## config.mk

```make
export PLATFORM = sky130hd
export DESIGN_NAME = operand_field_decoder
export DESIGN_NICKNAME = d
export VERILOG_FILES = /design/src/logic/operand_field_pkg.sv /design/src/logic/condition_eval.sv /design/src/logic/operand_field_decoder.sv
export SDC_FILE = /design/constraint.sdc
export NUM_CORES = 1
export LEC_CHECK = 0
export BUFFER_PORTS_ARGS = -buffer_cell sky130_fd_sc_hd__buf_2
export CELL_PAD_IN_SITES_DETAIL_PLACEMENT = 0
export CELL_PAD_IN_SITES_GLOBAL_PLACEMENT = 2
export CORE_MARGIN = 5
export CORE_UTILIZATION = 29
export CTS_CLUSTER_DIAMETER = 150
export DETAILED_ROUTE_END_ITERATION = 10
export PLACE_DENSITY = 0.87
export SLEW_MARGIN = 20
export SYNTH_ARGS = -nofsm -noshare
export SYNTH_HDL_FRONTEND = slang
export SYNTH_SLANG_ARGS = --single-unit
```

## constraint.sdc

```tcl
create_clock -name CLK -period 1.8 [get_ports CLK]
set_clock_uncertainty 0.2 [all_clocks]
set_input_delay 0.36 -clock CLK [delete_from_list [all_inputs] [get_ports CLK]]
set_output_delay 0.36 -clock CLK [all_outputs]
set_load 0.005 [all_outputs]
```

## src/logic/operand_field_pkg.sv

```systemverilog
// Shared types and constants for the operand field decoder
package operand_field_pkg;

	// Word register pair selections
	typedef enum logic [3:0]
	{
		PAIR_BC     = 4'h0,
		PAIR_DE     = 4'h1,
		PAIR_HL     = 4'h2,
		PAIR_SP     = 4'h3,
		PAIR_ALT_BC = 4'h4,
		PAIR_ALT_DE = 4'h5,
		PAIR_ALT_HL = 4'h6,
		PAIR_IX     = 4'h7,
		PAIR_IY     = 4'h8,
		PAIR_AF     = 4'h9,
		PAIR_NONE   = 4'hF
	} word_pair_t;

	// Byte register selections
	typedef enum logic [2:0]
	{
		BYTE_B    = 3'h0,
		BYTE_C    = 3'h1,
		BYTE_D    = 3'h2,
		BYTE_E    = 3'h3,
		BYTE_H    = 3'h4,
		BYTE_L    = 3'h5,
		BYTE_NONE = 3'h6,
		BYTE_A    = 3'h7
	} byte_reg_t;

	// Fetch strobe states for immediate assembly, one-hot
	typedef enum logic [1:0]
	{
		IMM_LOW  = 2'h1,
		IMM_HIGH = 2'h2
	} imm_state_t;

	// Raw opcode fields presented by fetch
	typedef struct packed
	{
		logic [2:0] bit_select;
		logic [1:0] short_condition_field;
		logic [2:0] condition_field;
		logic [1:0] destination_pair_field;
		logic [1:0] alternate_pair_field;
		logic [2:0] byte_register_field;
		logic [1:0] source_pair_field;
		logic [2:0] restart_field;
		logic [1:0] first_index_pair_field;
		logic [1:0] second_index_pair_field;
		logic [1:0] stack_pair_field;
	} op_fields_t;

	// Flag inputs used by condition evaluation
	typedef struct packed
	{
		logic       sign;
		logic       zero;
		logic       carry;
		logic [3:0] result_upper_nibble;
	} cond_flags_t;

	// Decoded selections
	typedef struct packed
	{
		logic [7:0] bit_mask;
		logic       short_condition_true;
		logic       condition_true;
		word_pair_t destination_pair;
		word_pair_t alternate_pair;
		byte_reg_t  byte_register;
		word_pair_t source_pair;
		logic [15:0] restart_vector;
		word_pair_t first_index_pair;
		word_pair_t second_index_pair;
		word_pair_t stack_pair;
	} op_select_t;

	// Reset values and sizes
	localparam logic [15:0] RESTART_NONE  = 16'h0000;
	localparam logic [15:0] RESTART_STEP  = 16'h0010;
	localparam logic [15:0] WORD_RESET    = 16'h0000;
	localparam logic [7:0]  BYTE_RESET    = 8'h00;
	localparam int          UPPER_NIBBLE_POS = 4;

endpackage

```

## src/logic/condition_eval.sv

```systemverilog
// Condition code evaluation for the three-bit condition field
`timescale 1ns/1ps
module condition_eval
(
	input  wire logic [2:0]                   CODE,
	input  wire operand_field_pkg::cond_flags_t FLAGS,
	output logic                              TRUE_OUT
);
	import operand_field_pkg::*;

	logic upper_nibble_zero_condition;
	logic upper_nibble_nonzero_condition;
	logic not_zero_condition;

	assign upper_nibble_zero_condition = (FLAGS.result_upper_nibble == 4'h0);
	assign upper_nibble_nonzero_condition = |FLAGS.result_upper_nibble;
	assign not_zero_condition = ~FLAGS.zero;

	always_comb
	begin
		unique case (CODE)
			3'h0: TRUE_OUT = not_zero_condition;
			3'h1: TRUE_OUT = FLAGS.zero;
			3'h2: TRUE_OUT = ~FLAGS.carry;
			3'h3: TRUE_OUT = FLAGS.carry;
			3'h4: TRUE_OUT = upper_nibble_zero_condition;
			3'h5: TRUE_OUT = upper_nibble_nonzero_condition;
			3'h6: TRUE_OUT = ~FLAGS.sign;
			3'h7: TRUE_OUT = FLAGS.sign;
		endcase
	end
endmodule

```

## src/logic/operand_field_decoder.sv

```systemverilog
// Operand field decoder: registered selections and address arithmetic
`timescale 1ns/1ps
module operand_field_decoder
(
	input  wire logic                          CLK,
	input  wire logic                          RST_N,
	input  wire logic                          FIELDS_VALID,
	input  wire operand_field_pkg::op_fields_t FIELDS,
	input  wire operand_field_pkg::cond_flags_t FLAGS,
	input  wire logic                          IMM_BYTE_VALID,
	input  wire logic [7:0]                    IMM_BYTE,
	input  wire logic                          IMM_IS_WORD,
	input  wire logic [7:0]                    DISP_BYTE,
	input  wire logic [15:0]                   INDEX_BASE,
	input  wire logic [15:0]                   PC_BASE,
	output operand_field_pkg::op_select_t      SELECT,
	output logic                               SELECT_VALID,
	output logic                               UNDEFINED_CODE,
	output logic [15:0]                        IMM_VALUE,
	output logic                               IMM_DONE,
	output logic [15:0]                        INDEXED_ADDR,
	output logic [15:0]                        RELATIVE_TARGET
);
	import operand_field_pkg::*;

	// ----------------------------------------------------------------
	// Shared decode functions
	// ----------------------------------------------------------------
	// plain pair decode
	function automatic word_pair_t pair_decode(input logic [1:0] code,
		input word_pair_t third, input word_pair_t fourth);
		word_pair_t p;
		unique case (code)
			2'h0: p = PAIR_BC;
			2'h1: p = PAIR_DE;
			2'h2: p = third;
			2'h3: p = fourth;
		endcase
		return p;
	endfunction

	function automatic logic [15:0] add_signed(input logic [15:0] base,
		input logic [7:0] disp);
		return 16'(base + {{8{disp[7]}}, disp});
	endfunction

	// ----------------------------------------------------------------
	// Combinational decode
	// ----------------------------------------------------------------
	op_select_t sel_d;
	op_select_t sel_q;
	logic       undef_d;
	logic       restart_bad;
	logic       alt_bad;
	logic       byte_bad;
	logic       long_true;

	condition_eval u_cond
	(
		.CODE     (FIELDS.condition_field),
		.FLAGS    (FLAGS),
		.TRUE_OUT (long_true)
	);

	always_comb
	begin
		sel_d = '0;
		sel_d.bit_mask = 8'h01 << FIELDS.bit_select;
		unique case (FIELDS.short_condition_field)
			2'h0: sel_d.short_condition_true = ~FLAGS.zero;
			2'h1: sel_d.short_condition_true = FLAGS.zero;
			2'h2: sel_d.short_condition_true = ~FLAGS.carry;
			2'h3: sel_d.short_condition_true = FLAGS.carry;
		endcase
		sel_d.condition_true = long_true;
		sel_d.destination_pair =
			pair_decode(FIELDS.destination_pair_field, PAIR_HL, PAIR_SP);
		sel_d.alternate_pair = pair_decode(FIELDS.alternate_pair_field,
			PAIR_ALT_HL, PAIR_NONE);
		if (FIELDS.alternate_pair_field == 2'h0)
			sel_d.alternate_pair = PAIR_ALT_BC;
		else if (FIELDS.alternate_pair_field == 2'h1)
			sel_d.alternate_pair = PAIR_ALT_DE;
		sel_d.byte_register = byte_reg_t'(FIELDS.byte_register_field);
		sel_d.source_pair =
			pair_decode(FIELDS.source_pair_field, PAIR_HL, PAIR_SP);
		unique case (FIELDS.restart_field)
			3'h2, 3'h3, 3'h4, 3'h5, 3'h7:
				sel_d.restart_vector =
					16'(RESTART_STEP * FIELDS.restart_field);
			default: sel_d.restart_vector = RESTART_NONE;
		endcase
		sel_d.first_index_pair =
			pair_decode(FIELDS.first_index_pair_field, PAIR_IX, PAIR_SP);
		sel_d.second_index_pair =
			pair_decode(FIELDS.second_index_pair_field, PAIR_IY, PAIR_SP);
		sel_d.stack_pair =
			pair_decode(FIELDS.stack_pair_field, PAIR_HL, PAIR_AF);
	end

	assign restart_bad = (FIELDS.restart_field == 3'h0)
		|| (FIELDS.restart_field == 3'h1)
		|| (FIELDS.restart_field == 3'h6);
	assign alt_bad  = (FIELDS.alternate_pair_field == 2'h3);
	assign byte_bad = (FIELDS.byte_register_field == 3'h6);
	assign undef_d  = restart_bad | alt_bad | byte_bad;

	// ----------------------------------------------------------------
	// Registered selections
	// ----------------------------------------------------------------
	logic sel_valid_q;
	logic undef_q;

	always_ff @(posedge CLK or negedge RST_N)
	begin
		if (!RST_N)
		begin
			sel_q       <= '0;
			sel_valid_q <= 1'b0;
		end
		else
		begin
			sel_valid_q <= FIELDS_VALID;
			if (FIELDS_VALID)
				sel_q <= sel_d;
		end
	end

	always_ff @(posedge CLK or negedge RST_N)
	begin
		if (!RST_N)
			undef_q <= 1'b0;
		else
			undef_q <= FIELDS_VALID & undef_d;
	end

	assign SELECT         = sel_q;
	assign SELECT_VALID   = sel_valid_q;
	assign UNDEFINED_CODE = undef_q;

	// ----------------------------------------------------------------
	// Immediate assembly
	// ----------------------------------------------------------------
	imm_state_t  imm_state_q;
	logic [15:0] imm_q;
	logic        imm_done_q;

	always_ff @(posedge CLK or negedge RST_N)
	begin
		if (!RST_N)
		begin
			imm_state_q <= IMM_LOW;
			imm_q       <= WORD_RESET;
			imm_done_q  <= 1'b0;
		end
		else
		begin
			imm_done_q <= 1'b0;
			if (IMM_BYTE_VALID)
			begin
				unique case (imm_state_q)
					IMM_LOW:
					begin
						imm_q <= {BYTE_RESET, IMM_BYTE};
						if (IMM_IS_WORD)
							imm_state_q <= IMM_HIGH;
						else
							imm_done_q <= 1'b1;
					end
					IMM_HIGH:
					begin
						imm_q[15:8] <= IMM_BYTE;
						imm_state_q <= IMM_LOW;
						imm_done_q  <= 1'b1;
					end
				endcase
			end
		end
	end

	assign IMM_VALUE = imm_q;
	assign IMM_DONE  = imm_done_q;

	// ----------------------------------------------------------------
	// Address arithmetic
	// ----------------------------------------------------------------
	logic [15:0] indexed_q;
	logic [15:0] relative_q;

	always_ff @(posedge CLK or negedge RST_N)
	begin
		if (!RST_N)
			indexed_q <= WORD_RESET;
		else
			indexed_q <= add_signed(INDEX_BASE, DISP_BYTE);
	end

	always_ff @(posedge CLK or negedge RST_N)
	begin
		if (!RST_N)
			relative_q <= WORD_RESET;
		else
			relative_q <= add_signed(PC_BASE, DISP_BYTE);
	end

	assign INDEXED_ADDR    = indexed_q;
	assign RELATIVE_TARGET = relative_q;
endmodule

```

# Word level (Yosys, flattened, before mapping)
# Cells that the tools add are included.
# op_classes
addsub	2
eq_ne	39
shifts	1
muxes	17
n_bitwise	6
reduce_logical	16
# op_table
op	count
4-bit case mux with 4 select lines	5
16-bit adder	2
2-bit == test, second input constant	15
3-bit == test, second input constant	9
2-bit by 1-bit == test with 1-bit output, second input constant	8
8-bit case mux with 2 select lines	1
2-bit zero test	7
3-bit by 2-bit == test with 1-bit output, second input constant	4
4-bit 2-to-1 mux	2
1-bit case mux with 8 select lines	1
4-bit case mux with 2 select lines	1
1-bit by 3-bit << shifter with 8-bit output, first input constant	1
7-bit 2-to-1 mux	1
3-bit by 1-bit == test with 1-bit output, second input constant	2
3-bit zero test	2
5-bit OR reduction	1
4-bit zero test	1
1-bit case mux with 4 select lines	1
2-bit case mux with 2 select lines	1
2-bit AND reduction	2
4-bit OR reduction	1
1-bit NOT	3
1-bit logical OR	2
1-bit 2-to-1 mux	2
5 further kinds	6
# word_totals
register_bits	106
out_inout_bits	104
wordCells	100

# Logic depth before layout (Yosys ltp)
# Gate-level depths: netlist of run 1.
# depth
ltp_word	6
mapped_depth	7
mapped_depth_nobuf	7

# Modules after synthesis
# A second synthesis of run 1 with hierarchy kept.
# hier_totals
cells_unflattened	415
hier_area_um2	4516.8
# by_module_without_submodules
module	n_inst	cells_each	area_per_inst_um2	seq_area_each_um2
operand_field_decoder	1	406	4438.0	2153.3
condition_eval	1	9	78.8	0.0

# Worst setup path before layout of run 1
# No wires, ideal clock.
# synth_path
path_kind	input to register
startpoint	input DISP_BYTE[0]
endpoint	register indexed_q[14], in the netlist INDEXED_ADDR[14]
setup_ps	131
t_arrival_ps	2141
path_slack_ps	-672
path_stages	7
n_path_buf	0
path_cell_list	ha_1 -> fa_1 -> a21o_1 -> a221oi_2 -> o311a_4 -> a2111oi_2 -> or3_1
# synth_via
elab_chain_len	1
# synth_lines
item	line	rtl
from (decl)	operand_field_decoder.sv:13	input wire logic [7:0] DISP_BYTE,
16-bit adder	operand_field_decoder.sv:44	return 16'(base + {{8{disp[7]}}, disp});
to (signal assigned)	operand_field_decoder.sv:195	indexed_q <= add_signed(INDEX_BASE, DISP_BYTE);
to (decl)	operand_field_decoder.sv:187	logic [15:0] indexed_q;
# No other way between the ends.
# A chain may end at the register's enable or synchronous reset.

# Final worst setup path of run 1
# Ends and elaborated chain as after synthesis.

==> flow_summary.ini, run 1 <==
[floorplan]
die-area_sq_um = 18600
rows = 46
ios = 190
die_w_um = 136
die_y_um = 136
start_util = 0.294
core_sq_um = 15800

[synthesis]
synth_cells = 440
async_flop_share = 1.00
yosysUniqueCellTypes = 54
synth_top_area_frac = 0.459
yosys-top-cells-area = dfrtp_1 (46%), ha_1 (8.1%), mux2_2 (5.1%)
seq_area_frac_synth = 0.465
synth-seq-cells = 86
synth_area_sq_um = 4630
ys_warn_count = 0
synth_ff_type = dfrtp_1
synth_edf_count = 0
synth_area_leader_cell = dfrtp_1
syn_area_per_cell_sq_um = 10.5

[sta]
rsz0062_at_grt = yes
slew_viol_final = 0
tightest_slew_ps = 786
fin_ws_ps = -271
slew-limit-headroom = 0.475
final_hold_viol_count = 0
fin_crit_sh = 1.15
setup_viol = 9
fmax_mhz = 483
finalCriticalPeriod_ps = 2070
fin_tns_setup_ps = -1050

[power]
intPower_mw = 4.36
power_switching_mw = 1.89
p_leak_nw = 3.43
total_power_mw = 6.25
cellPowerDensity_nw_per_um2 = 870
clock_power_share = 0.279
p_comb_frac = 0.323
swShare = 0.302
ir_worst_vdd_v = 0.000435
seq_power_share = 0.398

[cts]
cts_buffer_depth = 2
htree_num_levels = 3
cts.sinks = 86
root_buffer = clkbuf_16
worstSkewPairLatency_ps = 340
path_clk_slew_ps = 70
cts_tree = yes
cts_buffers = 9

[run_status]
status = complete, but fails checks
violations = negative setup slack

[critical_path]
required_ps = 1820
regToRegStartpoint = imm_state_q[0]
crit_fanout = 2
startpoint = DISP_BYTE[0]
regToRegSetupSlack_ps = 160
path_class = input pin to register
worst_ep_arrival_time_ps = 2090
reg2regPathDepth = 2
crit_path_end_kind = register
r2r_end = IMM_VALUE[1]
startpoint_type = input pin

[placed_design]
gp_congestion = 0.827
io_buffers = 169
dp_slack_ps = -787
placed_cells = 893
detailed_place_hpwl_mm = 11.0

[layout]
layout.cells.non_filler = 917
drive_gt1_frac = 0.502
nets = 814
regArea_sq_um = 2150
area_growth_pct = 54.9
fillCellCount = 1568
antenna_cells = 0
multiInputGateArea_sq_um = 2680

[flow_run]
maxCapViolCount = 0

[route]
wl_met1_mm = 5.94
ant_nets = 0
via_per_inst = 4.60
initialDrtViolationCount = 129
routed.top_layer = met4
wl_met2_mm = 6.49
routed_wl_mm = 13.8
vias = 4215
wl_per_cell_um = 15.0
drt-pass1-iter-count = 6
drc = 0
wl_met3_mm = 1.07

[global_route]
overflow = 0
grt_max_degree = 53
antenna_found_initial = 0
grt_use_total = 0.149
grt_pass1_wl_mm = 21.9
grt_pass1_vias = 4395

[worst_hold_path]
hp-start = FIELDS[16]
hold_end = SELECT[39]
holdPathStages = 2
hp-class = input pin to register
how the worst max path moves through the flow:
stage	slack, ps	end	cells past startpoint
after floorplan	-510	INDEXED_ADDR[14]	7
after global placement	-760	INDEXED_ADDR[14]	8
after detailed placement	-790	INDEXED_ADDR[14]	8
after CTS	-250	INDEXED_ADDR[14]	8
after global routing	-310	INDEXED_ADDR[14]	8
final	-270	INDEXED_ADDR[14]	8
per-layer routing:
layer | GRT usage | vias to the layer above
li1 | - | 2039
met1 | 0.185 | 1993
met2 | 0.248 | 165
met3 | 0.0370 | 18
met4 | 0.0605 | 0
met5 | 0 | -
cell usage after synthesis (9+ instances only):
cell	n
buf_4	20
nand2_1	12
ha_1	30
dfrtp_1	85
xnor2_1	19
nor2_1	11
nand3_1	14
mux2_2	21
clkbuf_1	10
a21o_1	15
a21oi_1	29
xor2_1	9
inv_1	40
o21ai_0	38
worst max-delay path, stage by stage:
cell and delay [ps]:
buf_8 110, ha_4 170, fa_2 360, a21o_1 200, a221oi_4 280, o311a_4 210
a2111oi_2 60, or3_1 340
sequential cells by signal, indices dropped and copies added, names as in the netlist:
signal / count
INDEXED_ADDR: 16
imm_state_q: 2
IMM_DONE: 1
RELATIVE_TARGET: 16
SELECT: 33
SELECT_VALID: 1
UNDEFINED_CODE: 1
IMM_VALUE: 16
kinds of logic after synthesis:
family,synth area share
multiplexers,0.0581
XOR/XNOR,0.0529
AO/OA/AOI/OAI,0.172
other,0.000809
buffers and inverters,0.0737
flip-flops,0.465
AND/OR/NAND/NOR,0.0878
adder cells (fa/ha/maj),0.0897
cell usage in the layout (no fill, tap or decap), drive strengths merged, types with 3 or more instances in the layout:
cell type,Yosys,layout
buf,21,256
dfrtp,85,85
inv,40,41
o21ai,38,38
ha,30,30
a21oi,29,29
mux2,21,21
conb,1,20
xnor2,19,19
a21o,15,15
nand3,14,14
nand2,12,12
nor2,11,11
clkbuf,10,11
xor2,9,9
o211ai,6,6
nand4,6,6
or3,6,6
o22ai,5,5
a211oi,5,5
and3,4,4
nor3,4,4
nand2b,4,4
nand3b,4,4
or2,3,3
metrics by stage:
step,util,instance area [sq um],hold slack (ps)
floorplan,-,4890,-136
finish,0.455,7180,54.1
global placement,0.409,6440,49.0
CTS,0.445,7020,32.6
global route,0.455,7180,44.0
detailed placement,0.409,6440,50.1
cell type report:
type	count	share of cell area
Sequential cell	86	0.300
Tap cell	216	0.0377
Timing Repair Buffer	257	0.230
Inverter	40	0.0209
Clock buffer	11	0.0338
Multi-Input combinational cell	302	0.373
Clock inverter	5	0.00471
power groups by stage:
stage,Combinational [mW],Sequential (mW),Clock (mW)
after floorplan,0.867,2.55,0
after global placement,1.81,2.51,0
after detailed placement,1.86,2.52,0
after CTS,1.97,2.49,1.82
after global routing,2.24,2.53,1.89
final,2.02,2.49,1.74
repair_timing:
action | in CTS | in global routing
setup endpoints to repair | 15 | 13
buffers inserted | 4 | 4
hold buffers | 1 | 0
pin swaps | 27 | 19
endpoints found under the hold margin | 68 | 0
resized for setup | 47 | 25
Power figures use the tool's default switching activity.
==> run 2: changes to the inputs <==
- CELL_PAD_IN_SITES_DETAIL_PLACEMENT: 0 -> 1
==> run 2 against run 1 <==
Sequential share of layout area is 0.33 points higher. Combinational power about the same. Flip-flop and latch count is the same. Non-clock buffer count shrank 1. Count of clock-buffer cells in the layout unchanged. Register-to-register slack gained 20 ps. The flow still finishes with violations (negative setup slack). Utilization shrank 0.50 points.
==> flow_summary.ini, run 2 (same netlist as run 1, synthesis figures left out) <==
[run_status]
status = complete, but fails checks
violations = negative setup slack

[layout]
nets = 813
area_growth_pct = 53.2
final_common_cell = buf_2
regArea_sq_um = 2150
stdcell_area_sq_um = 7100
multiInputGateArea_sq_um = 2610
final_cell_mix = buf_2 (166), dfrtp_1 (85), buf_4 (77)
utilization = 0.450
drive_gt1_frac = 0.493
largest_register_ffs = 33
antenna_cells = 0
fillCellCount = 1836

[floorplan]
rows = 46
die_w_um = 136
die_y_um = 136
core_sq_um = 15800
start_util = 0.294
ios = 190
die-area_sq_um = 18600

[critical_path]
path_class = input pin to register
startpoint_type = input pin
regToRegStartpoint = imm_state_q[0]
startpoint = DISP_BYTE[0]
crit_path_end_kind = register
cp_cell_sequence = buf_8 -> ha_4 -> fa_2 -> a21o_1 -> a221oi_4 -> o311a_4 -> a2111oi_2 -> or3_1
required_ps = 1810
worst_ep_arrival_time_ps = 2130
r2r_end = IMM_VALUE[3]
crit_fanout = 2
cpMaxStageDelayCell = or3_1
regToRegSetupSlack_ps = 180
reg2regPathDepth = 2
crit_end = INDEXED_ADDR[14]
max_stage_delay_ps = 370

[route]
ant_nets = 0
wl_per_cell_um = 16.7
drt-pass1-iter-count = 4
via_per_inst = 4.70
initialDrtViolationCount = 108
vias = 4303
drc = 0
routed_wl_mm = 15.3

[global_route]
grt_use_total = 0.165
antenna_found_initial = 1
overflow = 0
grt_pass1_vias = 4884
grt_max_degree = 53
grt_pass1_wl_mm = 24.4

[cts]
path_clk_slew_ps = 70
worstSkewPairLatency_ps = 330
root_buffer = clkbuf_16
htree_num_levels = 3
cts.sinks = 86
cts_buffers = 9
cts_tree = yes
cts_buffer_depth = 2

[placed_design]
placedInstanceArea_sq_um = 6440
io_buffers = 169
dp_slack_ps = -824
gp_congestion = 0.827
detailed_place_hpwl_mm = 12.5

[sta]
rsz0062_at_grt = yes
setup_viol = 15
fmax_mhz = 472
slew-limit-headroom = 0.488
tightest_slew_ps = 766
finalCriticalPeriod_ps = 2120
final_hold_viol_count = 0
slew_viol_final = 0
fin_crit_sh = 1.18
fin_tns_setup_ps = -1750
fin_ws_ps = -320

[power]
cellPowerDensity_nw_per_um2 = 921
total_power_mw = 6.54
ir_worst_vdd_v = 0.000401
p_leak_nw = 3.44

[worst_hold_path]
holdPathStages = 2
hp-class = input pin to register

[flow_run]
maxCapViolCount = 0
-- run 2: where the power goes --
part	switching (mW)	internal [mW]
clock	0.781	1.26
combinational	0.963	1.04
sequential	0.178	2.32
total	1.92	4.62
-- run 2: per-layer routing --
layer / wire [um] / GRT usage
met5: 13 / 0
met4: 139 / 0.0342
met3: 1130 / 0.0470
met2: 7920 / 0.302
met1: 6120 / 0.192
-- run 2: cell type report --
type / instances / area share
tap: 216 / 0.0381
timing repair buffer: 256 / 0.224
inverter: 40 / 0.0212
sequential: 86 / 0.303
clock buffer: 11 / 0.0342
clock inverter: 5 / 0.0115
multi-input combinational: 302 / 0.367
-- run 2: timing repair --
item	4_1_cts	5_1_grt
endpoints found under the setup margin	16	18
buffers inserted	4	3
gates cloned	0	0
endpoints found under the hold margin	68	0
pin swaps	23	13
hold buffers	1	0
resized for setup	30	20
-- run 2: worst max-delay path: cells and delay by family --
| kind | cells | cell delay [ps] |
|---|---|---|
| adders and majority gates | 2 | 500 |
| and+or+nand+nor | 1 | 370 |
| AOI/OAI and AO/OA | 4 | 780 |
| buffers and inverters | 1 | 100 |
-- run 2: metrics by stage --
stage,hold slack (ps),std cells
floorplan,-136,459
global placement,49.0,893
detailed placement,47.1,893
CTS,46.1,914
global route,48.6,916
finish,60.0,916
-- run 2: how the worst min path moves through the flow --
| stage | from | end | slack (ps) |
|---|---|---|---|
| after CTS | FIELDS[9] | SELECT[28] | 50 |
| after global placement | RST_N | SELECT[28] | 50 |
| after global routing | INDEX_BASE[0] | INDEXED_ADDR[0] | 50 |
| after detailed placement | RST_N | SELECT[39] | 50 |
| final | FIELDS[9] | SELECT[28] | 60 |
| after floorplan | RST_N | IMM_DONE | -140 |
==> run 3: changes to the inputs <==
- CORE_MARGIN: 5 -> not set
==> run 3 against run 2 <==
The run still ends with negative setup slack left. First-iteration DRC count is 27% higher. Global-route usage up 2.2 points. Sequential share of layout area down 0.82 points. Die area decreased by 11%. Critical path depth is the same. Wire length fell by 0.60%. Largest cell class unchanged. Setup slack improved by 8.0 ps. Via count is 0.19% higher. Clock power is 3% lower. Critical endpoint unchanged. Flip-flop and latch count unchanged. Non-clock buffer count up 11. Register-to-register slack worse by 30 ps.
==> flow_summary.ini, run 3 (same netlist as run 1, synthesis figures left out) <==
[cts]
path_clk_slew_ps = 60
cts_buffers = 9
htree_num_levels = 3
cts.sinks = 86
cts_tree = yes
cts_buffer_depth = 2
root_buffer = clkbuf_16
worstSkewPairLatency_ps = 340

[route]
via_per_inst = 4.67
vias = 4311
ant_nets = 0
drc = 0
drt-pass1-iter-count = 4
routed_wl_mm = 15.2
initialDrtViolationCount = 137
wl_per_cell_um = 16.5

[sta]
fin_crit_sh = 1.17
fmax_mhz = 474
slew-limit-headroom = 0.474
final_hold_viol_count = 0
finalCriticalPeriod_ps = 2110
setup_viol = 15
hold_slack_ps = 52.5
fin_tns_setup_ps = -1880
slew_viol_final = 0
fin_ws_ps = -312
tightest_slew_ps = 788
rsz0062_at_grt = yes

[global_route]
grt_use_total = 0.187
grt_max_degree = 53
grt_pass1_vias = 4702
antenna_found_initial = 2
grt_pass1_wl_mm = 23.7
overflow = 0

[power]
p_leak_nw = 3.52
ir_worst_vdd_v = 0.000523
cellPowerDensity_nw_per_um2 = 901

[worst_hold_path]
hp-start = DISP_BYTE[0]
hp-class = input pin to register
holdPathStages = 2

[layout]
drive_gt1_frac = 0.516
largest_register_ffs = 33
utilization = 0.475
final_cell_mix = buf_2 (160), buf_4 (87), dfrtp_1 (85)
layout.cells.non_filler = 924
nets = 824
area_growth_pct = 57.4
final_common_cell = buf_2

[critical_path]
startpoint = DISP_BYTE[0]
cp_top_family = compound AO/OA/AOI/OAI gates
reg2regPathDepth = 3
worst_ep_arrival_time_ps = 2130
regToRegStartpoint = imm_state_q[1]
cp_num_cells = 8
crit_fanout = 2
cp_cell_sequence = buf_8 -> ha_4 -> fa_2 -> a21o_1 -> a221oi_4 -> o311a_4 -> a2111oi_2 -> or3_1
startpoint_type = input pin
crit_path_end_kind = register
max_stage_delay_ps = 370
required_ps = 1820
path_buf_inv = 1
cpMaxStageDelayCell = or3_1
path_class = input pin to register

[floorplan]
ios = 190
die-area_sq_um = 16500
rows = 45
start_util = 0.301
die_y_um = 128
core_sq_um = 15400
die_w_um = 128

[placed_design]
placed_cells = 890
dp_slack_ps = -800
io_buffers = 169
detailed_place_hpwl_mm = 11.9
gp_congestion = 0.822

[flow_run]
maxCapViolCount = 0

[run_status]
status = complete, but fails checks
violations = negative setup slack
==> run 3: changes by cell type in the layout (fill, tap and decap cells not counted), moves of 3 or more <==
cell and change:
ha_4 +3, a21oi_2 +3, a21oi_1 -3, buf_6 +8, buf_4 +10, buf_2 -6
==> run 3: path summary, 6_finish.rpt <==
path                                    endpoint  slack (ps)
max in group asynchronous         imm_state_q[0]         610
worst min-delay path             INDEXED_ADDR[0]          50
worst max register to register     IMM_VALUE[12]         150
worst max-delay path            INDEXED_ADDR[14]        -310
worst min register to register        SELECT[37]         270
min in group asynchronous             SELECT[28]         230
==> run 3: per-stage QoR <==
stage | power [mW] | instance area (sq um)
2_1_floorplan | 3.42 | 4890
3_3_place_gp | 4.29 | 6450
3_5_place_dp | 4.41 | 6450
4_1_cts | 6.58 | 7150
5_1_grt | 6.96 | 7290
6_report | 6.57 | 7290
==> run 3: layout make-up <==
type | instances | area [sq um]
Inverter | 40 | 150
Sequential cell | 86 | 2150
Clock inverter | 5 | 66.3
Multi-Input combinational cell | 302 | 2700
Fill cell | 1762 | 8080
Timing Repair Buffer | 267 | 1710
Tap cell | 211 | 264
Clock buffer | 11 | 253
Antenna cell | 2 | 5.00
==> run 3: per-layer routing <==
layer  GRT usage  vias to the layer above  wire (um)
met5           0                        -         11
li1            -                     2059          -
met1       0.205                     2090       5970
met4      0.0547                        2        159
met2       0.346                      145       7980
met3      0.0549                       15       1110
==> run 3: timing repair <==
action,4_1_cts,5_1_grt
resized for setup,49,23
setup endpoints to repair,16,17
pin swaps,31,24
hold endpoints to repair,75,0
hold buffers,1,0
setup buffers,12,4
==> run 3: where the power goes <==
| group | switching (mW) | internal [mW] | total, mW |
|---|---|---|---|
| logic | 0.998 | 1.10 | 2.09 |
| registers | 0.176 | 2.32 | 2.50 |
| clock network | 0.816 | 1.17 | 1.98 |
| total | 1.99 | 4.58 | 6.57 |
